## config.mk

```make
export PLATFORM = sky130hd
export DESIGN_NAME = scc_top
export DESIGN_NICKNAME = d
export VERILOG_FILES = /design/src/scc_pkg.sv /design/src/scc_tx_if.sv /design/src/scc_top.sv /design/src/scc_uart_tx.sv
export VERILOG_INCLUDE_DIRS = /design/src /design/src/src
export SDC_FILE = /design/constraint.sdc
export NUM_CORES = 1
export LEC_CHECK = 0
export BUFFER_PORTS_ARGS = -buffer_cell sky130_fd_sc_hd__buf_2
export CAP_MARGIN = 10
export CELL_PAD_IN_SITES_DETAIL_PLACEMENT = 1
export CELL_PAD_IN_SITES_GLOBAL_PLACEMENT = 2
export CORE_UTILIZATION = 44
export DETAILED_ROUTE_END_ITERATION = 8
export GPL_TIMING_DRIVEN = 1
export MAX_ROUTING_LAYER = met4
export PLACE_DENSITY_LB_ADDON = 0.1
export SETUP_SLACK_MARGIN = 0.05
export SLEW_MARGIN = 20
export SYNTH_ARGS = -nofsm -noshare
export SYNTH_HDL_FRONTEND = slang
export SYNTH_SLANG_ARGS = --single-unit
```

## constraint.sdc

```tcl
create_clock -name REF_CLK -period 4.2 [get_ports REF_CLK]
set_input_delay 0.42 -clock REF_CLK [delete_from_list [all_inputs] [get_ports REF_CLK]]
set_output_delay 0.42 -clock REF_CLK [all_outputs]
set_load 0.005 [all_outputs]
```

## src/scc_regs.svh

```systemverilog
// Constants for the serial channel switch control block.
// Assumes a 100 MHz reference clock; included by bare name.
`ifndef SCC_REGS_SVH
`define SCC_REGS_SVH
`define SCC_CLK_HZ       100000000
`define SCC_BAUD         19200
`define SCC_BIT_CYCLES   (`SCC_CLK_HZ / `SCC_BAUD)
`define SCC_DATA_BITS    8
`define SCC_STOP_BITS    1
`define SCC_CODE_BASE    8'h10
`define SCC_CODE_LAST    8'h1F
`define SCC_CODE_OFF     8'h71
`define SCC_CHAN_OFF     5'h00
`define SCC_CHAN_LAST    5'h10
`define SCC_CASCADE_DIGITS 4
`endif

```

## src/scc_pkg.sv

```systemverilog
// Types shared by the serial channel switch control modules.
// Assumes scc_regs.svh is on the include path.
package scc_pkg;
  typedef logic [4:0] scc_chan_t;
  typedef logic [7:0] scc_byte_t;
  typedef enum logic [1:0] {SCC_IDLE, SCC_START, SCC_DATA, SCC_STOP}
    scc_ser_t;
endpackage : scc_pkg

```

## src/scc_tx_if.sv

```systemverilog
// Transmit request carrier between the interpreter and serialiser.
// Assumes a single clock domain.
`timescale 1ns/1ps
interface scc_tx_if;
  import scc_pkg::*;
  logic      valid;
  logic      ready;
  scc_byte_t data;
  modport src (output valid, output data, input ready);
  modport snk (input valid, input data, output ready);
endinterface : scc_tx_if

```

## src/scc_top.sv

```systemverilog
// Serial channel switch control: 8N1 receiver, command decode, echo.
// Assumes RXD is synchronous to REF_CLK and idles high.
// Assumes SYNC_MODE and the local request come from configuration logic.
// Summary of operation
// - Link runs 19200 baud, 8N1
// - No handshake; echo each valid command byte; only taken and echoed in sync mode
// - Codes 10h to 1Fh select ports 1 to 16
// - Code 71h selects channel zero, video off
// - Channel change transmits matching control byte; only sent in sync mode
// - Received byte switches slave to master's channel
// - Remote switching only in sync mode, equal baud
// - Cascade addresses: two digits per level, four max; not parsed in this block
`timescale 1ns/1ps
`include "scc_regs.svh"
module scc_top
#(
  parameter int BIT_CYCLES = `SCC_BIT_CYCLES
)
(
  input  wire logic         REF_CLK,
  input  wire logic         RST,
  input  wire logic         RXD,
  input  wire logic         SYNC_MODE,
  input  wire logic         LOCAL_SEL,
  input  wire scc_pkg::scc_chan_t LOCAL_CHAN,
  output logic              TXD,
  output scc_pkg::scc_chan_t CHANNEL,
  output logic              VIDEO_ON,
  output logic              CHAN_CHANGED
);
  import scc_pkg::*;

  function automatic logic code_valid(input scc_byte_t b);
    code_valid = (b >= `SCC_CODE_BASE && b <= `SCC_CODE_LAST)
                 || b == `SCC_CODE_OFF;
  endfunction : code_valid

  function automatic scc_byte_t chan_code(input scc_chan_t c);
    chan_code = (c == `SCC_CHAN_OFF) ? `SCC_CODE_OFF
                : `SCC_CODE_BASE + 8'(c - 5'h01);
  endfunction : chan_code

  // Code to channel; only called on codes that passed code_valid
  function automatic scc_chan_t code_chan(input scc_byte_t b);
    code_chan = (b == `SCC_CODE_OFF) ? `SCC_CHAN_OFF
                : 5'(b - `SCC_CODE_BASE) + 5'h01;
  endfunction : code_chan

  scc_tx_if   txq();
  logic [12:0] rdiv;
  scc_ser_t    rstate;
  scc_byte_t   rshift;
  logic [2:0]  ridx;
  logic        rx_done;
  scc_byte_t   rx_byte;
  logic        echo_pend;
  scc_byte_t   echo_byte;
  logic        note_pend;
  scc_byte_t   note_byte;
  scc_chan_t   next_channel;
  logic        take_rx;
  logic        take_loc;
  logic        half_pt;
  logic        full_pt;

  assign half_pt = (rdiv == 13'((BIT_CYCLES / 2) - 1));
  assign full_pt = (rdiv == 13'(BIT_CYCLES - 1));

  // Receiver: sample mid-bit at 19200 baud, 8 data, 1 stop
  always_ff @(posedge REF_CLK or posedge RST)
  begin
    if (RST)
      rdiv <= 13'h0000;
    // Restarting at mid start puts every later sample mid-bit
    else if (rstate == SCC_IDLE || full_pt
             || (rstate == SCC_START && half_pt))
      rdiv <= 13'h0000;
    else
      rdiv <= rdiv + 13'h0001;
  end

  always_ff @(posedge REF_CLK or posedge RST)
  begin
    if (RST)
    begin
      rstate  <= SCC_IDLE;
      rshift  <= 8'h00;
      ridx    <= 3'h0;
    end
    else
    begin
      unique case (rstate)
        SCC_IDLE:
          if (!RXD)
            rstate <= SCC_START;
        SCC_START:
          if (half_pt)
          begin
            // A short glitch is not a start bit
            rstate <= RXD ? SCC_IDLE : SCC_DATA;
            ridx   <= 3'h0;
          end
        SCC_DATA:
          if (full_pt)
          begin
            rshift <= {RXD, rshift[7:1]};
            ridx   <= ridx + 3'h1;
            if (ridx == 3'h7)
              rstate <= SCC_STOP;
          end
        SCC_STOP:
          if (full_pt)
            rstate <= SCC_IDLE;
      endcase
    end
  end

  // Frame result; a low stop bit is a framing error and drops the byte
  // rx_done is a one-cycle strobe, so each frame acts only once
  always_ff @(posedge REF_CLK or posedge RST)
  begin
    if (RST)
    begin
      rx_done <= 1'b0;
      rx_byte <= 8'h00;
    end
    else
    begin
      rx_done <= (rstate == SCC_STOP) && full_pt && RXD;
      if (rstate == SCC_STOP && full_pt)
        rx_byte <= rshift;
    end
  end

  // Remote commands count only in sync mode and only when valid
  assign take_rx  = rx_done && SYNC_MODE && code_valid(rx_byte);
  // Local requests above the last port are ignored; remote ones win
  assign take_loc = LOCAL_SEL && !take_rx
                    && LOCAL_CHAN <= `SCC_CHAN_LAST;

  // Next channel: a remote command, else a local request, else hold
  always_comb
  begin
    next_channel = CHANNEL;
    if (take_rx)
      next_channel = code_chan(rx_byte);
    else if (take_loc)
      next_channel = LOCAL_CHAN;
  end

  // Channel state; a remote command wins over a local request
  // VIDEO_ON follows the next value so it never lags CHANNEL
  always_ff @(posedge REF_CLK or posedge RST)
  begin
    if (RST)
    begin
      CHANNEL      <= `SCC_CHAN_OFF;
      VIDEO_ON     <= 1'b0;
      CHAN_CHANGED <= 1'b0;
    end
    else
    begin
      CHANNEL      <= next_channel;
      VIDEO_ON     <= (next_channel != `SCC_CHAN_OFF);
      CHAN_CHANGED <= (next_channel != CHANNEL);
    end
  end

  // Echo; only one echo outstanding, a newer one overwrites
  always_ff @(posedge REF_CLK or posedge RST)
  begin
    if (RST)
    begin
      echo_pend <= 1'b0;
      echo_byte <= 8'h00;
    end
    else if (take_rx)
    begin
      echo_pend <= 1'b1;
      echo_byte <= rx_byte;
    end
    else if (txq.ready && echo_pend)
      echo_pend <= 1'b0;
  end

  // Change notice only for local switching: a remote change is already
  // echoed, so sending twice would double-switch chained slaves
  always_ff @(posedge REF_CLK or posedge RST)
  begin
    if (RST)
    begin
      note_pend <= 1'b0;
      note_byte <= 8'h00;
    end
    else if (take_loc && next_channel != CHANNEL && SYNC_MODE)
    begin
      note_pend <= 1'b1;
      note_byte <= chan_code(next_channel);
    end
    else if (txq.ready && !echo_pend && note_pend)
      note_pend <= 1'b0;
  end

  assign txq.valid = echo_pend || note_pend;
  assign txq.data  = echo_pend ? echo_byte : note_byte;

  // One serialiser carries both; an echo always goes first
  scc_uart_tx
  #(
    .BIT_CYCLES (BIT_CYCLES)
  )
  u_tx
  (
    .clk (REF_CLK),
    .rst (RST),
    .tx  (txq.snk),
    .txd (TXD)
  );

  // Cascade addressing two digits per level and four at most
  // is resolved above this block: no digit pairs are parsed here
  // and nothing is forwarded to a unit below.
endmodule : scc_top

```

## src/scc_uart_tx.sv

```systemverilog
// 8N1 serialiser driven by one-cycle bit enables from a divider.
// Assumes the requester holds valid and data until ready.
`timescale 1ns/1ps
`include "scc_regs.svh"
module scc_uart_tx
#(
  parameter int BIT_CYCLES = `SCC_BIT_CYCLES
)
(
  input  wire logic clk,
  input  wire logic rst,
  scc_tx_if.snk     tx,
  output logic      txd
);
  import scc_pkg::*;
  logic [12:0] div;
  logic        bit_en;
  scc_ser_t    state;
  scc_byte_t   shreg;
  logic [2:0]  idx;

  assign bit_en   = (div == 13'(BIT_CYCLES - 1));
  assign tx.ready = (state == SCC_IDLE);

  always_ff @(posedge clk or posedge rst)
  begin
    if (rst)
      div <= 13'h0000;
    else if (state == SCC_IDLE || bit_en)
      div <= 13'h0000;
    else
      div <= div + 13'h0001;
  end

  always_ff @(posedge clk or posedge rst)
  begin
    if (rst)
    begin
      state <= SCC_IDLE;
      shreg <= 8'h00;
      idx   <= 3'h0;
      txd   <= 1'b1;
    end
    else
    begin
      unique case (state)
        SCC_IDLE:
          if (tx.valid)
          begin
            shreg <= tx.data;
            txd   <= 1'b0;
            state <= SCC_START;
          end
        SCC_START:
          if (bit_en)
          begin
            txd   <= shreg[0];
            idx   <= 3'h0;
            state <= SCC_DATA;
          end
        SCC_DATA:
          if (bit_en)
          begin
            if (idx == 3'h7)
            begin
              txd   <= 1'b1;
              state <= SCC_STOP;
            end
            else
            begin
              txd   <= shreg[idx + 3'h1];
              idx   <= idx + 3'h1;
            end
          end
        SCC_STOP:
          if (bit_en)
            state <= SCC_IDLE;
      endcase
    end
  end
endmodule : scc_uart_tx

```

# Word-level counts from Yosys, hierarchy flattened
# Index checks and enable logic that the tools add are counted.
# op_classes
addsub	8
order_cmp	4
eq_ne	24
muxes	38
n_reduce_logical	36
# ops
op	count
$add A13 B1 Y13 const B	2
$eq A13 B13 Y1 const B	2
$mux W13	2
$mux W2	11
$mux W8	2
$pmux W2 S4	2
$mux W3	5
$mux W5	3
$ne A2 B2 Y1 const B	7
$eq A13 B12 Y1 const B	1
$logic_and A1 B1 Y1	13
$pmux W3 S2	2
$reduce_and A5 Y1	2
$mux W1	9
$eq A2 B2 Y1 const B	4
$eq A8 B7 Y1 const B	1
$ge A8 B5 Y1 const B	1
$le A8 B5 Y1 const B	1
$ne A2 B1 Y1 const B	4
$reduce_and A4 Y1	2
$reduce_bool A2 Y1	4
$add A6 B6 Y7 const A	1
$add A3 B1 Y3 const B	2
$eq A3 B3 Y1 const B	2
17 further kinds	25
# totals
regBits	87
input_bits	10
out_inout_bits	8

# Depth between registers and ports, before layout
# logic_depth
ltp_word	13
ltp_mapped	15
depth_no_buf	14

# Modules after synthesis
# Synthesis repeated with hierarchy kept, for this count alone.
# hier_totals
hier_cells	434
hier_area_um2	4590.7
# by_module_without_submodules
mod	instances	cells_each	area_per_inst_um2
scc_top	1	307	3196.8
scc_uart_tx	1	127	1393.8

# Least setup slack after synthesis
# No wires, ideal clock.
# synth_timing
path_type	flip-flop to flip-flop
start	reg rx_byte[1]
end	reg note_byte[6]
setup_ns	0.125
arrival_time_ns	2.675
required_time_ns	4.075
setup_slack_ns	1.401
path_stages_with_launch	16
path_buffers	1
period_less_slack_ns	2.799
cell_sequence	dfrtp_1 inv_1 ha_1 nand4b_2 o22ai_2 and2_4 buf_8 o22ai_1 inv_1 ha_1 inv_1 or3_1 xor2_1 ha_1 nand2b_1 mux2_2
# synth_between
elab_chain_cells	12
word_cells_on_any_way	21
classes_between	add/sub (4); order compare (2); eq/ne (2); mux (4); reduce/logical (9)
# synth_lines
item	line	text
from (decl)	scc_top.sv:55	scc_byte_t rx_byte;
from (signal assigned)	scc_top.sv:131	rx_byte <= rshift;
$ge A8 B5 Y1 (no line) / $le A8 B5 Y1 (equally long branches)	--	
$logic_and A1 B1 Y1 (no line)	--	
$logic_or A1 B1 Y1 (no line)	--	
$logic_and A1 B1 Y1	scc_top.sv:136	assign take_rx = rx_done && SYNC_MODE && code_valid(rx_byte);
$logic_not A1 Y1	scc_top.sv:138	assign take_loc = LOCAL_SEL && !take_rx
$logic_and A1 B1 Y1	scc_top.sv:138	
$logic_and A1 B1 Y1 (no line)	--	
$mux W5	scc_top.sv:147	else if (take_loc)
$mux W5 (*)	scc_top.sv:145	if (take_rx)
net next_channel[0]	scc_top.sv:60	scc_chan_t next_channel;
$sub A5 B1 Y6 / $ne A5 B5 Y1 (equally long branches)	scc_top.sv:40, scc_top.sv:195	
$add A6 B6 Y7 (no line) / $logic_and A1 B1 Y1 (equally long branches)	--	
$mux W8 / $logic_and A1 B1 Y1 (equally long branches)	scc_top.sv:39, scc_top.sv:195	
to (signal assigned)	scc_top.sv:198	note_byte <= chan_code(next_channel);
to (decl)	scc_top.sv:59	scc_byte_t note_byte;
# Mark *: on every way through the listed nets, which the timed path passes. The rest lies on a longest branch.
# A chain may end at the register's enable or synchronous reset.

# Worst setup path after layout
# layout_timing
start	reg rx_byte[0]
end	reg note_byte[6]
# layout_between
elab_chain_cells	12
word_cells_on_any_way	21
classes_between	add/sub (4); order compare (2); eq/ne (2); mux (4); reduce/logical (9)
# layout_lines
item	line
branches (longest 8 deep; another with $sub A5 B5 Y5)	--
$mux W5 (*)	scc_top.sv:145
net next_channel[0]	scc_top.sv:60
$sub A5 B1 Y6 / $ne A5 B5 Y1 (equally long branches)	scc_top.sv:40, scc_top.sv:195
$add A6 B6 Y7 (no line) / $logic_and A1 B1 Y1 (equally long branches)	--
$mux W8 / $logic_and A1 B1 Y1 (equally long branches)	scc_top.sv:39, scc_top.sv:195
# Mark *: on every way through the listed nets, which the timed path passes.

==> impl_metrics.json <==
{
  "outcome": "complete, no violations",
  "required_ns": 4.44,
  "place_area_um2": 4693,
  "path_max_fanout": 9,
  "skew_ns": 0.009014,
  "syn_nets": 453,
  "ys.flop_type": "dfrtp_1",
  "hp-class": "primary input to asynchronous set/reset pin",
  "layout_setup_ws_ns": 1.153,
  "fin_area_um2": 4860,
  "timing.fmax_mhz": 328.1,
  "cts_tree": "yes",
  "fill_cells": 1077,
  "holdBufCountCts": 0,
  "timing.final.crit_share_pct": 72.56,
  "die_area_um2": 10640,
  "drtPass1Iterations": 4,
  "drt_iter0_drc": 100,
  "final_max_slew_viol_count": 0,
  "cts_max_level": 3,
  "drt-vias-per-instance": 5.521,
  "grt.total_usage_pct": 20.44,
  "finalSetupViolations": 0,
  "endpoint_kind": "flop",
  "postCtsResizedCells": 0,
  "vdd_drop_max_mv": 0.1383,
  "vias": 3180,
  "p_per_area_nw_per_um2": 337.3,
  "grt_pass1_wl_um": 15970,
  "grt_max_degree": 45,
  "p_leak_nw": 2.291,
  "nets": 467,
  "fin_cells": 576,
  "max-cap-violations": 0,
  "area_growth_pct": 7.949,
  "port_buffers": 17,
  "power.total_mw": 1.639,
  "holdWs_ns": 0.1801,
  "synth_area_um2": 4502,
  "tightest_slew_ns": 0.7791,
  "pin_count": 18,
  "syn_avg_cell_area_um2": 10.54,
  "worstReg2RegStart": "rx_byte[0]$_DFFE_PP0P_",
  "drive_above_1_share_pct": 15.35,
  "reg2reg_depth": 13,
  "setup-tns-final_ns": 0,
  "final_cell_mix": "86 x dfrtp_1, 44 x nand2_1, 40 x nor2_1",
  "grt-ovfl-total": 0,
  "root_buffer": "clkbuf_8",
  "finish.utilization_pct": 49.26,
  "startpoint_type": "flop",
  "dp.cells": 563,
  "worst_r2r_endpoint": "note_byte[6]$_DFFE_PP0P_",
  "r2r_setup_slack_ns": 1.15,
  "die_w_um": 103.2,
  "synth_cells": 427,
  "yosys_warnings": 0,
  "setup.worst_path.class": "flop to flop",
  "start_util_pct": 45.64,
  "grt_pass1_vias": 3219,
  "rsz0062_at_grt": "no",
  "antenna_found_initial": 0,
  "dpl_worst_slack_ns": 1.126,
  "cts_setup_buffers": 0,
  "finalHoldViolCount": 0,
  "synth_seq_area_share_pct": 48.39,
  "hpwlAfterDp_um": 6783,
  "maxSlewHeadroom_pct": 48.00,
  "num_rows": 36,
  "fin_crit_ns": 3.047,
  "core_area_um2": 9864,
  "final_common_cell": "dfrtp_1",
  "asyncSetResetFlopFracSynth_pct": 100.0,
  "synth_seq_cells": 87,
  "cp-startpoint": "rx_byte[0]$_DFFE_PP0P_",
  "ctsLongestPathBuffers": 2,
  "gp_congestion": 0.8283,
  "ant_nets": 0,
  "cts.clk_slew.worst_paths_ns": 0.08,
  "yosysUniqueCellTypes": 62,
  "clock_latency_ns": 0.35,
  "wl_per_cell_um": 16.26,
  "n_antenna_cell": 0,
  "clock_sinks": 87,
  "die_h_um": 103.2,
  "routed_wl_um": 9364,
  "crit_path_end": "note_byte[6]$_DFFE_PP0P_",
  "drcViolationCount": 0,
  "cts_inserted_buffers": 9,
  "cp.arrival_ns": 3.29,
  "synth-edff-count": 0
}
[power breakdown]
part	switching, mW	total [mW]	internal, mW
combinational	0.0978	0.188	0.0900
sequential	0.0276	0.905	0.878
clock	0.281	0.546	0.265
total	0.406	1.64	1.23
[area by class of cell]
cell class                      count  area [µm²]  area share (%)
Clock inverter                      2       35.03          0.7209
Inverter                           21       80.08           1.648
Sequential cell                    87        2178           44.82
Clock buffer                       11       131.4           2.703
Timing Repair Buffer               19       100.1           2.060
Tap cell                          133       166.4           3.424
Multi-Input combinational cell    303        2168           44.62
[state kept, by name, summed over array words and instances, names as in the netlist, 2 cells and up, named ones only]
register,flops
u_tx.state,2
u_tx.shreg,8
u_tx.idx,3
note_byte,8
rshift,8
echo_byte,8
rx_byte,8
ridx,3
u_tx.div,13
rdiv,13
CHANNEL,5
[critical path: stages (launching register included)]
cell and delay, ns:
dfrtp_1 0.48, ha_1 0.21, nand4b_2 0.15, o22ai_2 0.19, and2_4 0.25, o22ai_1 0.18
inv_1 0.10, ha_1 0.17, inv_1 0.05, or3_1 0.40, xor2_1 0.16, ha_1 0.20
nand2b_1 0.14, mux2_2 0.26
[per-layer routing]
metal | part of all wire [%] | up-vias | global-route usage, %
li1 | - | 1543 | -
met1 | 51 | 1602 | 26.98
met2 | 46 | 28 | 31.69
met3 | 1.9 | 7 | 4.068
met4 | 1.2 | 0 | 6.501
met5 | 0 | - | -
[synth_stat cells, drive strengths merged (6+ instances only)]
master | number | share of area, %
inv | 21 | 1.8
xnor2 | 7 | 1.4
ha | 16 | 4.4
nand2b | 6 | 0.83
a22o | 21 | 4.1
nand2 | 44 | 3.7
nor2 | 40 | 3.3
mux2 | 24 | 6.1
dfrtp | 86 | 48
a21oi | 12 | 1.3
clkbuf | 11 | 0.94
xor2 | 19 | 3.7
o21ai | 16 | 1.9
nand4 | 6 | 0.83
nand3 | 17 | 1.9
[cell families (layout without fill, tap and decap cells)]
logic type	count (synthesis)	in the layout	synth area share [%]
multiplexers	29	29	7.754
AO/OA/AOI/OAI	77	77	13.48
XOR/XNOR	26	26	5.058
AND/OR/NAND/NOR	155	155	17.43
buffers and inverters	37	53	3.446
flip-flops	87	87	48.39
adder cells (fa/ha/maj)	16	16	4.447
[worst min path at each step]
| stage | end | slack (ns) | depth (start not counted) |
|---|---|---|---|
| 2_1_floorplan | u_tx.div[0]$_DFF_PP0_ | 0.43 | 1 |
| 3_3_place_gp | u_tx.div[0]$_DFF_PP0_ | 0.45 | 1 |
| 3_5_place_dp | u_tx.div[0]$_DFF_PP0_ | 0.46 | 1 |
| 4_1_cts | rx_byte[1]$_DFFE_PP0P_ | 0.20 | 2 |
| 5_1_grt | rdiv[7]$_DFF_PP0_ | 0.24 | 2 |
| 6_report | rdiv[10]$_DFF_PP0_ | 0.18 | 2 |
(Power assumes the default switching activity.)
